==> config.mk <==
export PLATFORM = sky130hd
export DESIGN_NAME = lpst_top
export DESIGN_NICKNAME = d
export VERILOG_FILES = /design/src/verilog/lpst_pkg.sv /design/src/verilog/lpst_lane_if.sv /design/src/verilog/lpst_lane_ser.sv /design/src/verilog/lpst_top.sv
export SDC_FILE = /design/constraint.sdc
export NUM_CORES = 1
export LEC_CHECK = 0
export BUFFER_PORTS_ARGS = -buffer_cell sky130_fd_sc_hd__buf_2
export CAP_MARGIN = 20
export CELL_PAD_IN_SITES_DETAIL_PLACEMENT = 1
export CELL_PAD_IN_SITES_GLOBAL_PLACEMENT = 1
export CORE_AREA = 2 2 93 184
export CTS_CLUSTER_DIAMETER = 50
export DETAILED_ROUTE_END_ITERATION = 7
export DIE_AREA = 0 0 95 186
export MAX_ROUTING_LAYER = met4
export PLACE_DENSITY_LB_ADDON = 0.08
export SETUP_SLACK_MARGIN = 0.5
export SLEW_MARGIN = 20
export SYNTH_ARGS = -nofsm -noshare
export SYNTH_HDL_FRONTEND = slang
export SYNTH_SLANG_ARGS = --single-unit
export TNS_END_PERCENT = 5
==> constraint.sdc <==
create_clock -name clk_i -period 9.5 [get_ports clk_i]
set_clock_uncertainty 0.1 [all_clocks]
set_input_delay 2.375 -clock clk_i [delete_from_list [all_inputs] [get_ports clk_i]]
set_output_delay 2.375 -clock clk_i [all_outputs]
set_load 0.02 [all_outputs]
==> src/verilog/lpst_pkg.sv <==
// Shared constants for the pixel serializer transmitter
package lpst_pkg;
  // Clock and timing
  localparam int unsigned CLK_HZ = 20000000;
  localparam int unsigned CLK_NS = 50;
  localparam int unsigned LOCK_MS = 10;
  localparam int unsigned LOCK_CYC = (CLK_HZ / 1000) * LOCK_MS;
  localparam int unsigned PDD_NS = 100;
  localparam int unsigned PDD_CYC = (PDD_NS / CLK_NS < 1) ? 1 : PDD_NS / CLK_NS;
  localparam int unsigned LOCK_W = 18;
  // Word and lane geometry
  localparam int unsigned NBITS = 21;
  localparam int unsigned NLANES = 3;
  localparam int unsigned NSLOTS = 7;
  localparam int unsigned COLOR_W = 6;
  localparam logic [2:0] LAST_SLOT = 3'h6;
  localparam logic [8:0] SLOT_STEP = 9'h007;
  localparam int unsigned PER_W = 8;
  // Word field positions: red, green, blue, then the three controls
  localparam int unsigned RED_LSB = 0;
  localparam int unsigned GREEN_LSB = 6;
  localparam int unsigned BLUE_LSB = 12;
  localparam int unsigned LSYNC_POS = 18;
  localparam int unsigned FSYNC_POS = 19;
  localparam int unsigned VALID_POS = 20;
  // Forwarded clock shape over the seven slots, slot 0 in bit 0
  localparam logic [6:0] CLK_PATTERN = 7'h63;
  // Reset values
  localparam logic [20:0] WORD_RST = 21'h000000;
  localparam logic [2:0] SYNC_RST = 3'h0;
endpackage

==> src/verilog/lpst_lane_if.sv <==
// Carrier between the capture controller and the lane serializer
`timescale 1ns/100ps
`default_nettype none
interface lpst_lane_if;
  logic clear;
  logic load;
  logic [20:0] word;
  logic slot_en;
  logic [2:0] lanes;
  logic clk_lane;
  modport ctrl (output clear, output load, output word, output slot_en,
                input lanes, input clk_lane);
  modport ser (input clear, input load, input word, input slot_en,
               output lanes, output clk_lane);
endinterface
`default_nettype wire

==> src/verilog/lpst_lane_ser.sv <==
// Seven-slot serializer for the three data lanes and the forwarded clock
`timescale 1ns/100ps
`default_nettype none
module lpst_lane_ser (
  // Clock and reset
  input wire logic clk_i,
  input wire logic nrst_i,
  // Link to controller
  lpst_lane_if.ser lk
);
  typedef struct packed {
    logic [20:0] word_q;
    logic [2:0] slot_q;
    logic [2:0] lanes_q;
    logic clk_q;
  } lpst_ser_t;

  lpst_ser_t q;
  lpst_ser_t d;

  // Fixed mapping: lane L, slot S carries word bit L*7+S
  function automatic logic [2:0] lpst_pick(input logic [20:0] w, input logic [2:0] s);
    logic [2:0] r;
    r = 3'h0;
    for (int l = 0; l < 3; l++) begin
      r[l] = w[l * 7 + int'(s)];
    end
    return r;
  endfunction

  ////////////////////////////////////////////////////////////////////////////
  // Next state: clear wins, then a new word, then the next slot
  always_comb begin
    d = q;
    if (lk.clear) begin
      d = '0;
    end else if (lk.load) begin
      d.word_q = lk.word;
      d.slot_q = 3'h0;
      d.lanes_q = lpst_pick(lk.word, 3'h0);
      d.clk_q = lpst_pkg::CLK_PATTERN[0];
    end else if (lk.slot_en && q.slot_q < lpst_pkg::LAST_SLOT) begin
      d.slot_q = q.slot_q + 3'h1;
      d.lanes_q = lpst_pick(q.word_q, d.slot_q);
      d.clk_q = lpst_pkg::CLK_PATTERN[d.slot_q];
    end
  end

  // State register
  always_ff @(posedge clk_i or negedge nrst_i) begin
    if (!nrst_i) begin
      q <= '0;
    end else begin
      q <= d;
    end
  end

  assign lk.lanes = q.lanes_q;
  assign lk.clk_lane = q.clk_q;

  ////////////////////////////////////////////////////////////////////////////
  // Checks
  property p_load_word;
    @(posedge clk_i) disable iff (!nrst_i)
    lk.load && !lk.clear |=> q.word_q == $past(lk.word) && q.slot_q == 3'h0
      && q.lanes_q == {$past(lk.word[14]), $past(lk.word[7]), $past(lk.word[0])};
  endproperty
  a_load_word: assert property (p_load_word) else $error("word not loaded at slot 0");

  property p_slot_step;
    @(posedge clk_i) disable iff (!nrst_i)
    lk.slot_en && !lk.load && !lk.clear && q.slot_q < 3'h6 |=> q.slot_q == $past(q.slot_q) + 3'h1;
  endproperty
  a_slot_step: assert property (p_slot_step) else $error("slot did not advance");

  property p_clk_shape;
    @(posedge clk_i) disable iff (!nrst_i)
    lk.load && !lk.clear |=> q.clk_q ##1 (q.clk_q || q.slot_q != 3'h2) [*1];
  endproperty
  a_clk_shape: assert property (p_clk_shape) else $error("forwarded clock shape wrong");
endmodule
`default_nettype wire

==> src/verilog/lpst_top.sv <==
// Pixel serializer transmitter: capture, slot timing, lock and power-down
`timescale 1ns/100ps
`default_nettype none
module lpst_top #(
  parameter int unsigned LOCK_CYCLES = lpst_pkg::LOCK_CYC
) (
  // Clock and reset
  input wire logic clk_i,
  input wire logic nrst_i,
  // Parallel pixel inputs from the controller
  input wire logic pixel_clock_in_i,
  input wire logic [5:0] red_i,
  input wire logic [5:0] green_i,
  input wire logic [5:0] blue_i,
  input wire logic line_sync_i,
  input wire logic frame_sync_i,
  input wire logic pixel_valid_i,
  // Configuration and power control
  input wire logic strobe_edge_select_i,
  input wire logic sleep_n_i,
  // Serial lanes
  output logic [2:0] serial_lane_p_o,
  output logic [2:0] serial_lane_n_o,
  output logic [2:0] serial_lane_oe_o,
  // Forwarded clock pair
  output logic forwarded_clock_p_o,
  output logic forwarded_clock_n_o,
  output logic forwarded_clock_oe_o,
  // Status
  output logic locked_o
);
  typedef struct packed {
    logic [2:0] clk_s;
    logic [2:0] sel_s;
    logic [2:0] slp_s;
    logic [20:0] dat_s1;
    logic [20:0] dat_s2;
    logic [20:0] dat_s3;
    logic clk_f;
    logic sel_f;
    logic slp_f;
    logic [7:0] per_cnt;
    logic [7:0] per_q;
    logic [8:0] acc;
    logic [2:0] slot;
    logic seen;
    logic [17:0] lock_cnt;
    logic locked;
  } lpst_state_t;

  lpst_state_t q;
  lpst_state_t d;
  logic [20:0] pin_word;
  logic clk_agree;
  logic strobe;
  logic asleep;
  logic drive_en;
  logic [17:0] lock_last;

  lpst_lane_if lk ();

  lpst_lane_ser u_ser (
    .clk_i(clk_i),
    .nrst_i(nrst_i),
    .lk(lk)
  );

  // Word layout sets the lane mapping: red, green, blue, then controls
  assign pin_word = {pixel_valid_i, frame_sync_i, line_sync_i, blue_i, green_i, red_i};
  assign lock_last = 18'(LOCK_CYCLES - 1);

  ////////////////////////////////////////////////////////////////////////////
  // Edge detection on the filtered pixel clock
  always_comb begin
    clk_agree = q.clk_s[1] == q.clk_s[2];
    // Rising edge when select is high, falling when low or open
    strobe = clk_agree && q.clk_s[2] != q.clk_f && q.clk_s[2] == q.sel_f;
    asleep = !q.slp_f;
  end

  ////////////////////////////////////////////////////////////////////////////
  // Next state
  always_comb begin
    d = q;
    // Three-stage samplers; data stages line up with the clock stages
    d.clk_s = {q.clk_s[1:0], pixel_clock_in_i};
    d.sel_s = {q.sel_s[1:0], strobe_edge_select_i};
    d.slp_s = {q.slp_s[1:0], sleep_n_i};
    d.dat_s1 = pin_word;
    d.dat_s2 = q.dat_s1;
    d.dat_s3 = q.dat_s2;
    if (clk_agree) begin
      d.clk_f = q.clk_s[2];
    end
    if (q.sel_s[1] == q.sel_s[2]) begin
      d.sel_f = q.sel_s[2];
    end
    if (q.slp_s[1] == q.slp_s[2]) begin
      d.slp_f = q.slp_s[2];
    end
    if (asleep) begin
      // Sleep aborts everything and forces a fresh lock on release
      d.per_cnt = 8'h00;
      d.per_q = 8'h00;
      d.acc = 9'h000;
      d.slot = 3'h0;
      d.seen = 1'b0;
      d.lock_cnt = 18'h00000;
      d.locked = 1'b0;
    end else begin
      // Period measure; per_cnt saturates, but a slow clock wraps the stored period per_q to 0
      if (strobe) begin
        d.per_q = q.per_cnt + 8'h01;
        d.per_cnt = 8'h00;
        d.seen = 1'b1;
      end else if (q.per_cnt != 8'hFF) begin
        d.per_cnt = q.per_cnt + 8'h01;
      end
      // Fractional slot timing: seven slots spread over one period
      if (strobe) begin
        d.acc = 9'h000;
        d.slot = 3'h0;
      end else if (q.slot < lpst_pkg::LAST_SLOT && q.per_q != 8'h00) begin
        d.acc = q.acc + lpst_pkg::SLOT_STEP;
        if (d.acc >= {1'b0, q.per_q}) begin
          d.acc = d.acc - {1'b0, q.per_q};
          d.slot = q.slot + 3'h1;
        end
      end
      // Lock wait only starts once the clock is seen
      if (q.seen && !q.locked) begin
        if (q.lock_cnt == lock_last) begin
          d.locked = 1'b1;
        end else begin
          d.lock_cnt = q.lock_cnt + 18'h00001;
        end
      end
    end
  end

  // State register
  always_ff @(posedge clk_i or negedge nrst_i) begin
    if (!nrst_i) begin
      q <= '0;
    end else begin
      q <= d;
    end
  end

  ////////////////////////////////////////////////////////////////////////////
  // Serializer control
  always_comb begin
    lk.clear = asleep;
    lk.load = strobe && !asleep;
    lk.word = q.dat_s3;
    lk.slot_en = d.slot != q.slot && !strobe;
  end

  // Pin-level sleep gates the drivers directly: the sampler is too slow for 100 ns
  assign drive_en = q.locked && sleep_n_i;

  // Output pairs
  always_comb begin
    serial_lane_p_o = drive_en ? lk.lanes : 3'h0;
    serial_lane_n_o = drive_en ? ~lk.lanes : 3'h0;
    serial_lane_oe_o = {3{drive_en}};
    forwarded_clock_p_o = drive_en && lk.clk_lane;
    forwarded_clock_n_o = drive_en && !lk.clk_lane;
    forwarded_clock_oe_o = drive_en;
    locked_o = q.locked;
  end

  ////////////////////////////////////////////////////////////////////////////
  // Checks
  property p_sleep_hiz;
    @(posedge clk_i) disable iff (!nrst_i)
    !sleep_n_i |-> serial_lane_oe_o == 3'h0 && !forwarded_clock_oe_o;
  endproperty
  a_sleep_hiz: assert property (p_sleep_hiz) else $error("outputs driven in sleep");

  property p_sleep_abort;
    @(posedge clk_i) disable iff (!nrst_i)
    $fell(q.slp_f) |=> !q.locked && q.slot == 3'h0 && u_ser.q.slot_q == 3'h0
      && u_ser.q.lanes_q == 3'h0 && !u_ser.q.clk_q;
  endproperty
  a_sleep_abort: assert property (p_sleep_abort) else $error("transfer not aborted");

  property p_lock_time;
    @(posedge clk_i) disable iff (!nrst_i)
    $rose(q.locked) |-> $past(q.lock_cnt) == lock_last && $past(q.seen);
  endproperty
  a_lock_time: assert property (p_lock_time) else $error("lock too early");

  property p_inactive_before_lock;
    @(posedge clk_i) disable iff (!nrst_i)
    !q.locked |-> serial_lane_p_o == 3'h0 && !forwarded_clock_p_o && !forwarded_clock_oe_o;
  endproperty
  a_inactive_before_lock: assert property (p_inactive_before_lock) else $error("toggling unlocked");

  property p_edge_sel;
    @(posedge clk_i) disable iff (!nrst_i)
    lk.load |-> q.clk_s[2] == q.sel_f && q.clk_f != q.clk_s[2] && q.clk_s[1] == q.clk_s[2];
  endproperty
  a_edge_sel: assert property (p_edge_sel) else $error("wrong capture edge");

  property p_slot_bound;
    @(posedge clk_i) disable iff (!nrst_i)
    q.slot <= 3'h6 && q.acc < 9'h107;
  endproperty
  a_slot_bound: assert property (p_slot_bound) else $error("slot out of range");

  property p_slot_start;
    @(posedge clk_i) disable iff (!nrst_i)
    strobe && !asleep |=> q.slot == 3'h0 && q.acc == 9'h000 && u_ser.q.slot_q == 3'h0;
  endproperty
  a_slot_start: assert property (p_slot_start) else $error("period did not restart");

  property p_sleep_fast;
    @(posedge clk_i) disable iff (!nrst_i)
    $fell(sleep_n_i) |-> !drive_en ##[1:6] (!q.locked || sleep_n_i);
  endproperty
  a_sleep_fast: assert property (p_sleep_fast) else $error("sleep too slow");
endmodule
`default_nettype wire

---- After elaboration in Yosys (flattened, before gate mapping) ----
Memory sizes are Yosys's and may differ from the RTL's.
Index checks and enable logic that the tools add are counted.
storage, ports and cells
  bits in registers ....................... 151
  ROM bits ................................ 8
  input bits .............................. 26
  output and inout port bits .............. 13
  logic and storage cells ................. 95
  memories ................................ 1
memories
  name              depth  width  rd ports  clocked after Yosys merged registers in  write ports  RTL line             RTL
  (name not given)  8      1      1         0                                        0            lpst_lane_ser.sv:45  d.clk_q = lpst_pkg::CLK_PATTERN[d.slot_q];
cells by class
  $add $sub $neg .......................... 8
  $lt $le $gt $ge ......................... 7
  eq/ne operators ......................... 16
  muxes and demuxes ....................... 26
  bitwise operators ....................... 1
  reduce and logical (&&, ||, !) cells .... 16
operator list
  cell                     number
  $lt A32 B7 Y1 const B    2
  $mux W48                 1
  $mux W12                 3
  $mux W28                 1
  $mux W8                  3
  $mux W21                 1
  $mux W19                 1
  $add A18 B1 Y18 const B  1
  $eq A18 B18 Y1 const B   1
  $mux W18                 1
  $mux W7                  2
  $bmux W1 S5              2
  $logic_and A1 B1 Y1      10
  $add A9 B3 Y9 const B    1
  $ge A9 B8 Y1             1
  $ne A3 B1 Y1 const B     3
  $sub A9 B8 Y9            1
  $add A8 B1 Y8 const B    1
  $mux W1                  8
  $ne A2 B1 Y1 const B     4
  $ne A8 B8 Y1 const B     1
  $reduce_bool A8 Y1       1
  $add A3 B1 Y3 const B    2
  $lt A3 B3 Y1 const B     2
  other kinds (13)         20

---- Depth between registers and ports, before layout ----
Gate-level depths: netlist of run 1.
  depth in word-level cells ............... 12
  mapped depth ............................ 14
  gate-level depth less buffers ........... 13

---- Hierarchy ----
Synthesis of run 1 repeated with hierarchy kept, for this count alone.
unflattened totals
  cells, all modules ...................... 562
  area total of the unflattened synthesis .. 6,558.8 um^2
by module, submodules not included
  module         times used  cells each  area each (um^2)  sequential area each (um^2)
  lpst_top       1           411         4,907.2           3,078.0
  lpst_lane_ser  1           151         1,651.6           700.7

---- Worst setup path before layout of run 1 ----
Ideal clock, no wire load.
  path kind ............................... in2out
  start ................................... in sleep_n_i
  end ..................................... out serial_lane_oe_o[0]
  arrival ................................. 2,853 ps
  required time ........................... 7,025 ps
  path slack .............................. 4,172 ps
  stages .................................. 3
  buffers on the path ..................... 1
  cell sequence ........................... nand2_1 inv_1 buf_4
between the ends
  longest elaborated chain between the ends .. 1
ends and longest elaborated chain
  element              RTL line         RTL
  start, declared      lpst_top.sv:20   input wire logic sleep_n_i,
  $logic_and A1 B1 Y1  lpst_top.sv:160  assign drive_en = q.locked && sleep_n_i;
  end, declared        lpst_top.sv:24   output logic [2:0] serial_lane_oe_o,
Every way passes these cells.

---- Final worst setup path of run 1 ----
  start ................................... in sleep_n_i
  end ..................................... out forwarded_clock_n_o
between the ends
  longest elaborated chain between the ends .. 2
ends and longest elaborated chain
  element              RTL line         RTL
  $logic_and A1 B1 Y1  lpst_top.sv:160
  $logic_and A1 B1 Y1  lpst_top.sv:168  forwarded_clock_n_o = drive_en && !lk.clk_lane;
  end, declared        lpst_top.sv:27   output logic forwarded_clock_n_o,
Every way passes these cells.

==> summary.md, run 1 <==
The net count of the mapped netlist came out at 606. Setup violations remaining at the end of the flow were counted as 0. In this run the remaining antenna-violating nets after routing total 0.

The setup check on the worst reg-to-reg path leaves a slack of 5.85 ns. For the fraction of the yosys area taken by sequential cells, the log shows 0.590. The run gives 0.414 as the headroom to the max-slew limit. The dominant register cell in the synthesized netlist was dfrtp_1. The tools report the global-route total usage across every layer as 0.180.

Yosys printed 0 warnings. The first global-routing pass estimated 23.4 mm of wire. The minimum setup slack in the final design is 4.09 ns.

Summed over all cells, the static leakage comes to 3.29 nW. The worst register-to-register path begins at q[25]$_DFFE_PN0P_. Measured along the y axis, the die boundary spans 186 um. The first detailed-routing pass ran for 4 iterations. In this run the worst hold path is classified as flop to flop.

At the worst endpoint, the arrival time is 2.93 ns. The clock drives 151 sinks. Setup repair after global routing left no endpoint under its margin.

For the pin with the worst max-slew slack, the measured transition is 0.879 ns. In this run the most critical hold path is launched from d[89]$_DFF_PN0_. The number of buffers between clock root and the deepest sink is 2, and the largest driver fanout on the critical path is 6. The worst register-to-register path has a depth of 12. The async set-reset flop share out of synthesis was 1.00; the floorplan die width was 95 um.

In the final layout, flip-flops and latches occupy 3780 um2. The initial antenna violation count was 0; the number of flops mapped to enable cells by yosys was 0. Prior to clock tree synthesis, the placed netlist has a worst setup slack of 4.09 ns. Mean area per synthesized cell: 11.4 um2. The tools report the post-detailed-placement cell area as 6770 um2. The placer's final routability congestion estimate is 0.828.

Counting the buffers created by CTS gives 17. The tools report the launching element type of the critical path as a primary input. In the final timing run, aggregate negative setup slack is 0 ns. For the number of global-route vias before repair, the log shows 4789. The count of pins over their slew limit came out at 0.

The run finished with clean final reports. The tools report the total area of multi-input combinational cells as 2450 um2. Hold-critical path endpoint: d[68]$_DFF_PN0_. For the maximum resistive drop on vdd, the log shows 181 uV. Once the clock tree was built, the resizer swapped 0 gates to a different size. STA classifies the critical path endpoint as an output pin. Entering global routing, the biggest net connects 90 pins. The die covers 17700 um2.

Area of the mapped netlist: 6400 um2. In this run the tool buffered the top-level ports with 38 buffer cells. The floorplan core area is 16300 um2. Derived from the worst setup path, the maximum achievable clock frequency is 185 MHz. Cell chosen for the clock root: clkbuf_16.

The first routing iteration left 109 violations. The tools report the detailed-route via count as 4289. TritonCTS built the clock tree. The finished cells cover 7380 um2. Tracing the worst setup path back leads to its startpoint at sleep_n_i. In the final routed layout, each cell accounts on average for 16.8 um. Clock-pin slew was measured on the worst setup and hold paths at 0.06 ns. Required time reported for the critical path endpoint: 7.03 ns.

The run gives 564 as the cell count after synthesis. The net count of the finished layout is 643. The total overflow reported by the global router came out at 0. For the worst-skew pair, the clock arrives at the later sink with an insertion delay of 0.43 ns. The share of final-layout standard cells stronger than drive strength 1 works out to 0.158.

Kind of critical path: primary input to output pin. The placed wire-length estimate came out at 9.52 mm. The hold violation count in the final report was 0. Once the clock tree was built, the setup fixing pass inserted 0 buffers. The final critical-path share of the clock period is 0.569. The routed design could run at a clock period as short as 5.41 ns. The logs give 1728 for the layout filler cell count and 39 for the count of pins on the block boundary. The count of hold-fix buffers inserted at cts is 0.

Summed over all layers, the routed wires come to 13.8 mm. The number of register bits inferred by synthesis came out at 151. The total power density per cell area is 264 nW/um2, and the count of distinct cell types in the synthesized netlist is 58. 0 antenna diodes ended up in the layout. Relative to the synthesized area, the layout overhead comes to 15.3%. The run gives 4 as the total number of H-tree levels. The worst register-to-register path ends at u_ser.lk.lanes[2]$_DFFE_PN0P_. For the placement row count, the log shows 66. The logs give 0.394 for the initial core utilization and 0 for the count of unresolved DRC violations after routing. The minimum hold slack is 0.241 ns.

Counting instances, the worst hold path has a depth of 0. After detailed routing, the number of vias per cell comes to 5.24. The number of max-capacitance violations reported is 0.
-- cells in the mapped netlist, types with 8 or more instances --
cell,n,area share
a211oi_1,11,0.013
a21oi_1,40,0.031
inv_1,20,0.012
clkbuf_1,14,0.0082
xnor2_1,16,0.022
ha_1,15,0.029
mux2i_1,10,0.016
nand2_1,73,0.043
and3_1,14,0.014
mux4_2,8,0.028
dfrtp_1,151,0.59
nand3_1,18,0.014
o21ai_0,13,0.010
nor2_1,52,0.030
xor2_1,20,0.027
-- cells in the final DEF (no fill, tap or decap), types with 6 or more instances in the layout --
| cell | netlist | layout |
|---|---|---|
| a211oi_1 | 11 | 11 |
| nand2_1 | 73 | 73 |
| nor3_1 | 7 | 7 |
| mux4_2 | 8 | 8 |
| dfrtp_1 | 151 | 151 |
| buf_2 | 4 | 37 |
| nand2b_1 | 6 | 6 |
| o21ai_0 | 13 | 13 |
| and3_1 | 14 | 14 |
| xor2_1 | 20 | 20 |
| ha_1 | 15 | 15 |
| clkbuf_16 | 0 | 17 |
| a21oi_1 | 40 | 40 |
| xnor2_1 | 16 | 16 |
| a31oi_1 | 6 | 6 |
| inv_1 | 20 | 20 |
| mux2i_1 | 10 | 10 |
| nand3_1 | 18 | 18 |
| nor2_1 | 52 | 52 |
-- final cells by class --
cell class / count / area share
Tap cell: 204 / 0.0346
Inverter: 20 / 0.0102
Multi-Input combinational cell: 370 / 0.331
Clock inverter: 15 / 0.0249
Clock buffer: 17 / 0.0576
Sequential cell: 151 / 0.512
Timing Repair Buffer: 41 / 0.0297
-- cell families after synthesis --
kind of cell             Yosys count  synth area share
AO/OA/AOI/OAI                     97             0.103
XOR/XNOR                          36            0.0492
adder cells (fa/ha/maj)           20            0.0387
buffers and inverters             43            0.0278
flip-flops                       151             0.590
multiplexers                      19            0.0455
AND/OR/NAND/NOR                  198             0.146
-- flip-flops by register name, summed over array words and instances, names as in the netlist --
register / cells
locked_o: 1
d: 48
u_ser.lk.lanes: 3
q: 53
u_ser.lk.clk_lane: 1
lk.word: 21
u_ser.q: 24
-- power by group --
| group | internal [mW] | leakage, nW | switching (mW) |
|---|---|---|---|
| clock | 0.398 | 0.298 | 0.290 |
| sequential | 0.691 | 1.92 | 0.0502 |
| combinational | 0.202 | 1.08 | 0.319 |
| total | 1.29 | 3.29 | 0.660 |
-- layer usage --
layer / routed length (um) / GRT usage / share of wire / up-vias
li1: - / - / - / 2013
met1: 5180 / 0.182 / 0.38 / 2190
met2: 7870 / 0.326 / 0.57 / 62
met3: 349 / 0.0356 / 0.025 / 24
met4: 366 / 0.0846 / 0.027 / 0
met5: 0 / - / 0 / -
-- critical path, stage by stage --
cell and delay (ns):
buf_2 0.12, nand2_1 0.12, nor2_1 0.14, buf_2 0.18
-- stage by stage --
stage / power [mW] / cells / util
finish: 1.95 / 818 / 0.454
global route: 2.08 / 818 / 0.454
CTS: 1.98 / 818 / 0.454
detailed placement: 1.28 / 786 / 0.416
global placement: 1.26 / 786 / 0.416
floorplan: 1.13 / 564 / -
-- how the worst max path moves through the flow --
| stage | cells past startpoint | to |
|---|---|---|
| 3_5_place_dp | 4 | forwarded_clock_n_o |
| 6_report | 4 | forwarded_clock_n_o |
| 3_3_place_gp | 4 | serial_lane_oe_o[1] |
| 2_1_floorplan | 3 | serial_lane_oe_o[0] |
| 4_1_cts | 4 | forwarded_clock_n_o |
| 5_1_grt | 4 | serial_lane_oe_o[1] |
No activity file was read; power rests on OpenSTA's default activity.
==> run 2, diff against run 1 <==
clock period = 5.6 ns   (was 9.5 ns; I/O delays follow)
==> summary.md, run 2 (synthesized netlist as in run 1, its figures left out) <==
The launching element type of the critical path is a flop. The CTS sink count was 151 (unchanged); the total power density per cell area was 449 nW/um2 (+70%). The clock-pin transition on the worst setup and hold timing paths is 0.06 ns (about the same).

The kind of critical path is flop to flop. For the internal power, the log shows 2.23 mW (+73%). The count of pins over their slew limit is 0 (unchanged), and the overall power of the completed layout is 3.32 mW (+70%). For the total number of H-tree levels, the log shows 4 (unchanged).

The final critical-path share of the clock period is 0.631. Post-detailed-placement cell area: 6780 um2 (+0.11%). The number of violations reported at the end of detailed-routing iteration 0 is 146 (+34%), and the die extent in y is 186 um (unchanged). The tools report the sequential group share of total power as 0.379 (about the same). Clock tree synthesis selected as its root buffer the cell clkbuf_16. The number of diodes was 0 (unchanged); the count of pins on the block boundary was 39 (unchanged). The tools report the reg-to-reg startpoint as q[23]$_DFFE_PN0P_. The share of final-layout standard cells stronger than drive strength 1 was 0.158 (unchanged). The run gives 0.42 ns (about the same) as the latest clock arrival within the worst-skew pair.

For the pin count of the biggest net entering global routing, the log shows 63 (-30%). The worst hold path belongs to the class flop to flop. The run gives 0.394 (unchanged) as the initial core utilization.

The run gives 0 (unchanged) as the count of hold-fix buffers inserted at cts. TritonCTS built the clock tree. The initial antenna violation count is 0 (unchanged). The global-route total usage across every layer was 0.178 (-0.00234); the net switching component of the power was 1.09 mW (+65%). Post-cts resize count: 0 (unchanged). The top cell types in the final layout, fill and taps aside, are dfrtp_1 (151), nand2_1 (73), nor2_1 (52). The count of placed standard cells in the final layout, fillers left out is 818 (unchanged).

Number of nets still failing antenna checks after routing: 0 (unchanged). For the number of buffers between clock root and the deepest sink, the log shows 2 (unchanged). The number of max-capacitance violations reported is 0 (unchanged), and the placer's final routability congestion estimate is 0.881 (+6.4%). The placed wire-length estimate came out at 9.71 mm (+2.0%). The combinational fraction of design power was 0.264 (-0.003). The slew at the pin with the worst max-slew slack is 0.951 ns (+0.0727 ns), and the worst endpoint data arrival time is 3.74 ns (+0.81 ns).

On the critical path the largest part of the delay comes from simple AND/OR/NAND/NOR gates. The capturing element type of the critical path was a flop. The total overflow reported by the global router is 0 (unchanged).

Leaving out fill and tap cells, the most frequent cell in the layout is dfrtp_1. For the post-CTS repair timing setup buffer count, the log shows 0 (unchanged). The time the final worst path needs with I/O delays and setup is 3.54 ns. The run gives 16300 um2 (unchanged) as the floorplan core area. The minimum hold slack came out at 0.247 ns (+0.00588 ns).

First-pass iteration count of the detailed router: 4 (unchanged). Net total in the final layout: 644 (+0.16%). The summed negative setup slack over all endpoints came out at 0 ns (unchanged).

By instance count, the cell type seen most on the critical path is ha_1. The largest driver fanout on the critical path came out at 12 (+6). The area growth from synthesis to layout was 15.5%; the number of global-route vias before repair was 4762 (-0.56%).

The flow ran to the end, and the final reports show no timing, DRC or antenna violations. The logs give 0 (unchanged) for the count of unresolved DRC violations after routing and 3.31 nW (+0.40%) for the static leakage. In this run the worst setup path begins at q[23]$_DFFE_PN0P_. The highest clock rate was 283 MHz. The delay of the slowest critical-path stage is 0.46 ns (+0.28 ns). The run gives 13.7 mm (-0.81%) as the routed wire length. The register with the most flip-flops is q. The routed wirelength normalized by instance count was 16.7 um (-0.81%). Maximum resistive drop on vdd: 250 uV (+38%). The tools report the die area as 17700 um2 (unchanged). The number of buffers inserted during clock tree synthesis is 17 (unchanged), and the number of port buffers is 38 (unchanged). The largest individual stage delay along the critical path comes from the cell or2_1. Traced cell by cell, the critical path runs through inv_1 > ha_1 > nor2b_2 > nor2_1 > xor2_1 > ha_1 > and3_1 > a31oi_1 > nand4b_1 > or2_1 > nand3_1 > o21ai_0 > a32o_1.

For the placement row count, the log shows 66 (unchanged). The instance count after placement with tap cells included was 787 (+0.13%). Floorplan die width: 95 um (unchanged). Start point of the worst min-delay path: d[69]$_DFF_PN0_. The detail-routed via count per cell came out at 5.24 (unchanged). For the headroom to the max-slew limit, the log shows 0.366 (-0.0485).

Setup repair after global routing left no endpoint under its margin. The summed area of non-filler cells in the final layout was 7390 um2 (+0.14%); the clock network power share was 0.357 (+0.004). The number of flip-flops under the largest register name works out to 53 (unchanged). The switching share of power is 0.328 (-0.00982). The tools report the number of setup violations in the final report as 0 (unchanged).

The buffer and inverter count on the worst path is 1 (-1), and the hold violation count in the final report is 0 (unchanged). The detailed-route via count was 4289 (unchanged); the required time reported for the critical path endpoint was 5.80 ns (-1.23 ns). The run gives 23.2 mm (-1.0%) as the first-pass GRT wire length.
## run 2: cell types whose count changed in the layout (fill, tap and decap cells not counted)
cell and delta:
clkinv_4 -2, buf_4 +1, bufinv_16 +1, clkinv_2 +1, clkinv_8 -1, clkinvlp_4 -1, inv_6 +1
## run 2: path summary, 6_finish.rpt
| path | depth (start not counted) | endpoint | slack (ns) |
|---|---|---|---|
| max | 13 | q[25]$_DFFE_PN0P_ | 2.06 |
| min | 0 | lk.word[18]$_DFF_PN0_ | 0.25 |
| max reg2reg | 13 | q[25]$_DFFE_PN0P_ | 2.06 |
| min reg2reg | 0 | lk.word[18]$_DFF_PN0_ | 0.25 |
| max in group asynchronous | 2 | lk.word[20]$_DFF_PN0_ | 3.49 |
| min in group asynchronous | 1 | q[13]$_DFFE_PN0P_ | 0.84 |
## run 2: power by group through the flow
stage	clock network [mW]	logic (mW)	registers, mW
after floorplan	0	0.677	1.24
after global placement	0	0.860	1.28
after detailed placement	0	0.882	1.28
after CTS	1.22	0.890	1.26
after global routing	1.27	0.988	1.27
final	1.18	0.875	1.26
## run 2: final cells by class
class | instances | area (um2)
Clock buffer | 17 | 425
Sequential cell | 151 | 3780
Clock inverter | 14 | 186
Multi-Input combinational cell | 370 | 2450
Fill cell | 1757 | 8870
Timing Repair Buffer | 42 | 226
Inverter | 20 | 75.1
Tap cell | 204 | 255
## run 2: through the flow
step	utilization	worst slack (ns)
after floorplan	-	2.22
after global placement	0.417	2.12
after detailed placement	0.417	2.07
after CTS	0.454	2.05
after global routing	0.454	1.71
final	0.454	2.06
## run 2: metal layers
metal	track usage	up-vias	part of all wire
li1	-	2013	-
met1	0.182	2189	0.38
met2	0.325	63	0.57
met3	0.0304	24	0.024
met4	0.0777	0	0.027
met5	-	-	0
## run 2: worst register-to-register path, cell delays in order (launching register included)
cell      delay [ns]
dfrtp_1         0.42
inv_1           0.10
ha_1            0.22
nor2b_2         0.28
nor2_1          0.09
xor2_1          0.25
ha_1            0.34
and3_1          0.20
a31oi_1         0.28
nand4b_1        0.19
or2_1           0.46
nand3_1         0.18
o21ai_0         0.10
a32o_1          0.23
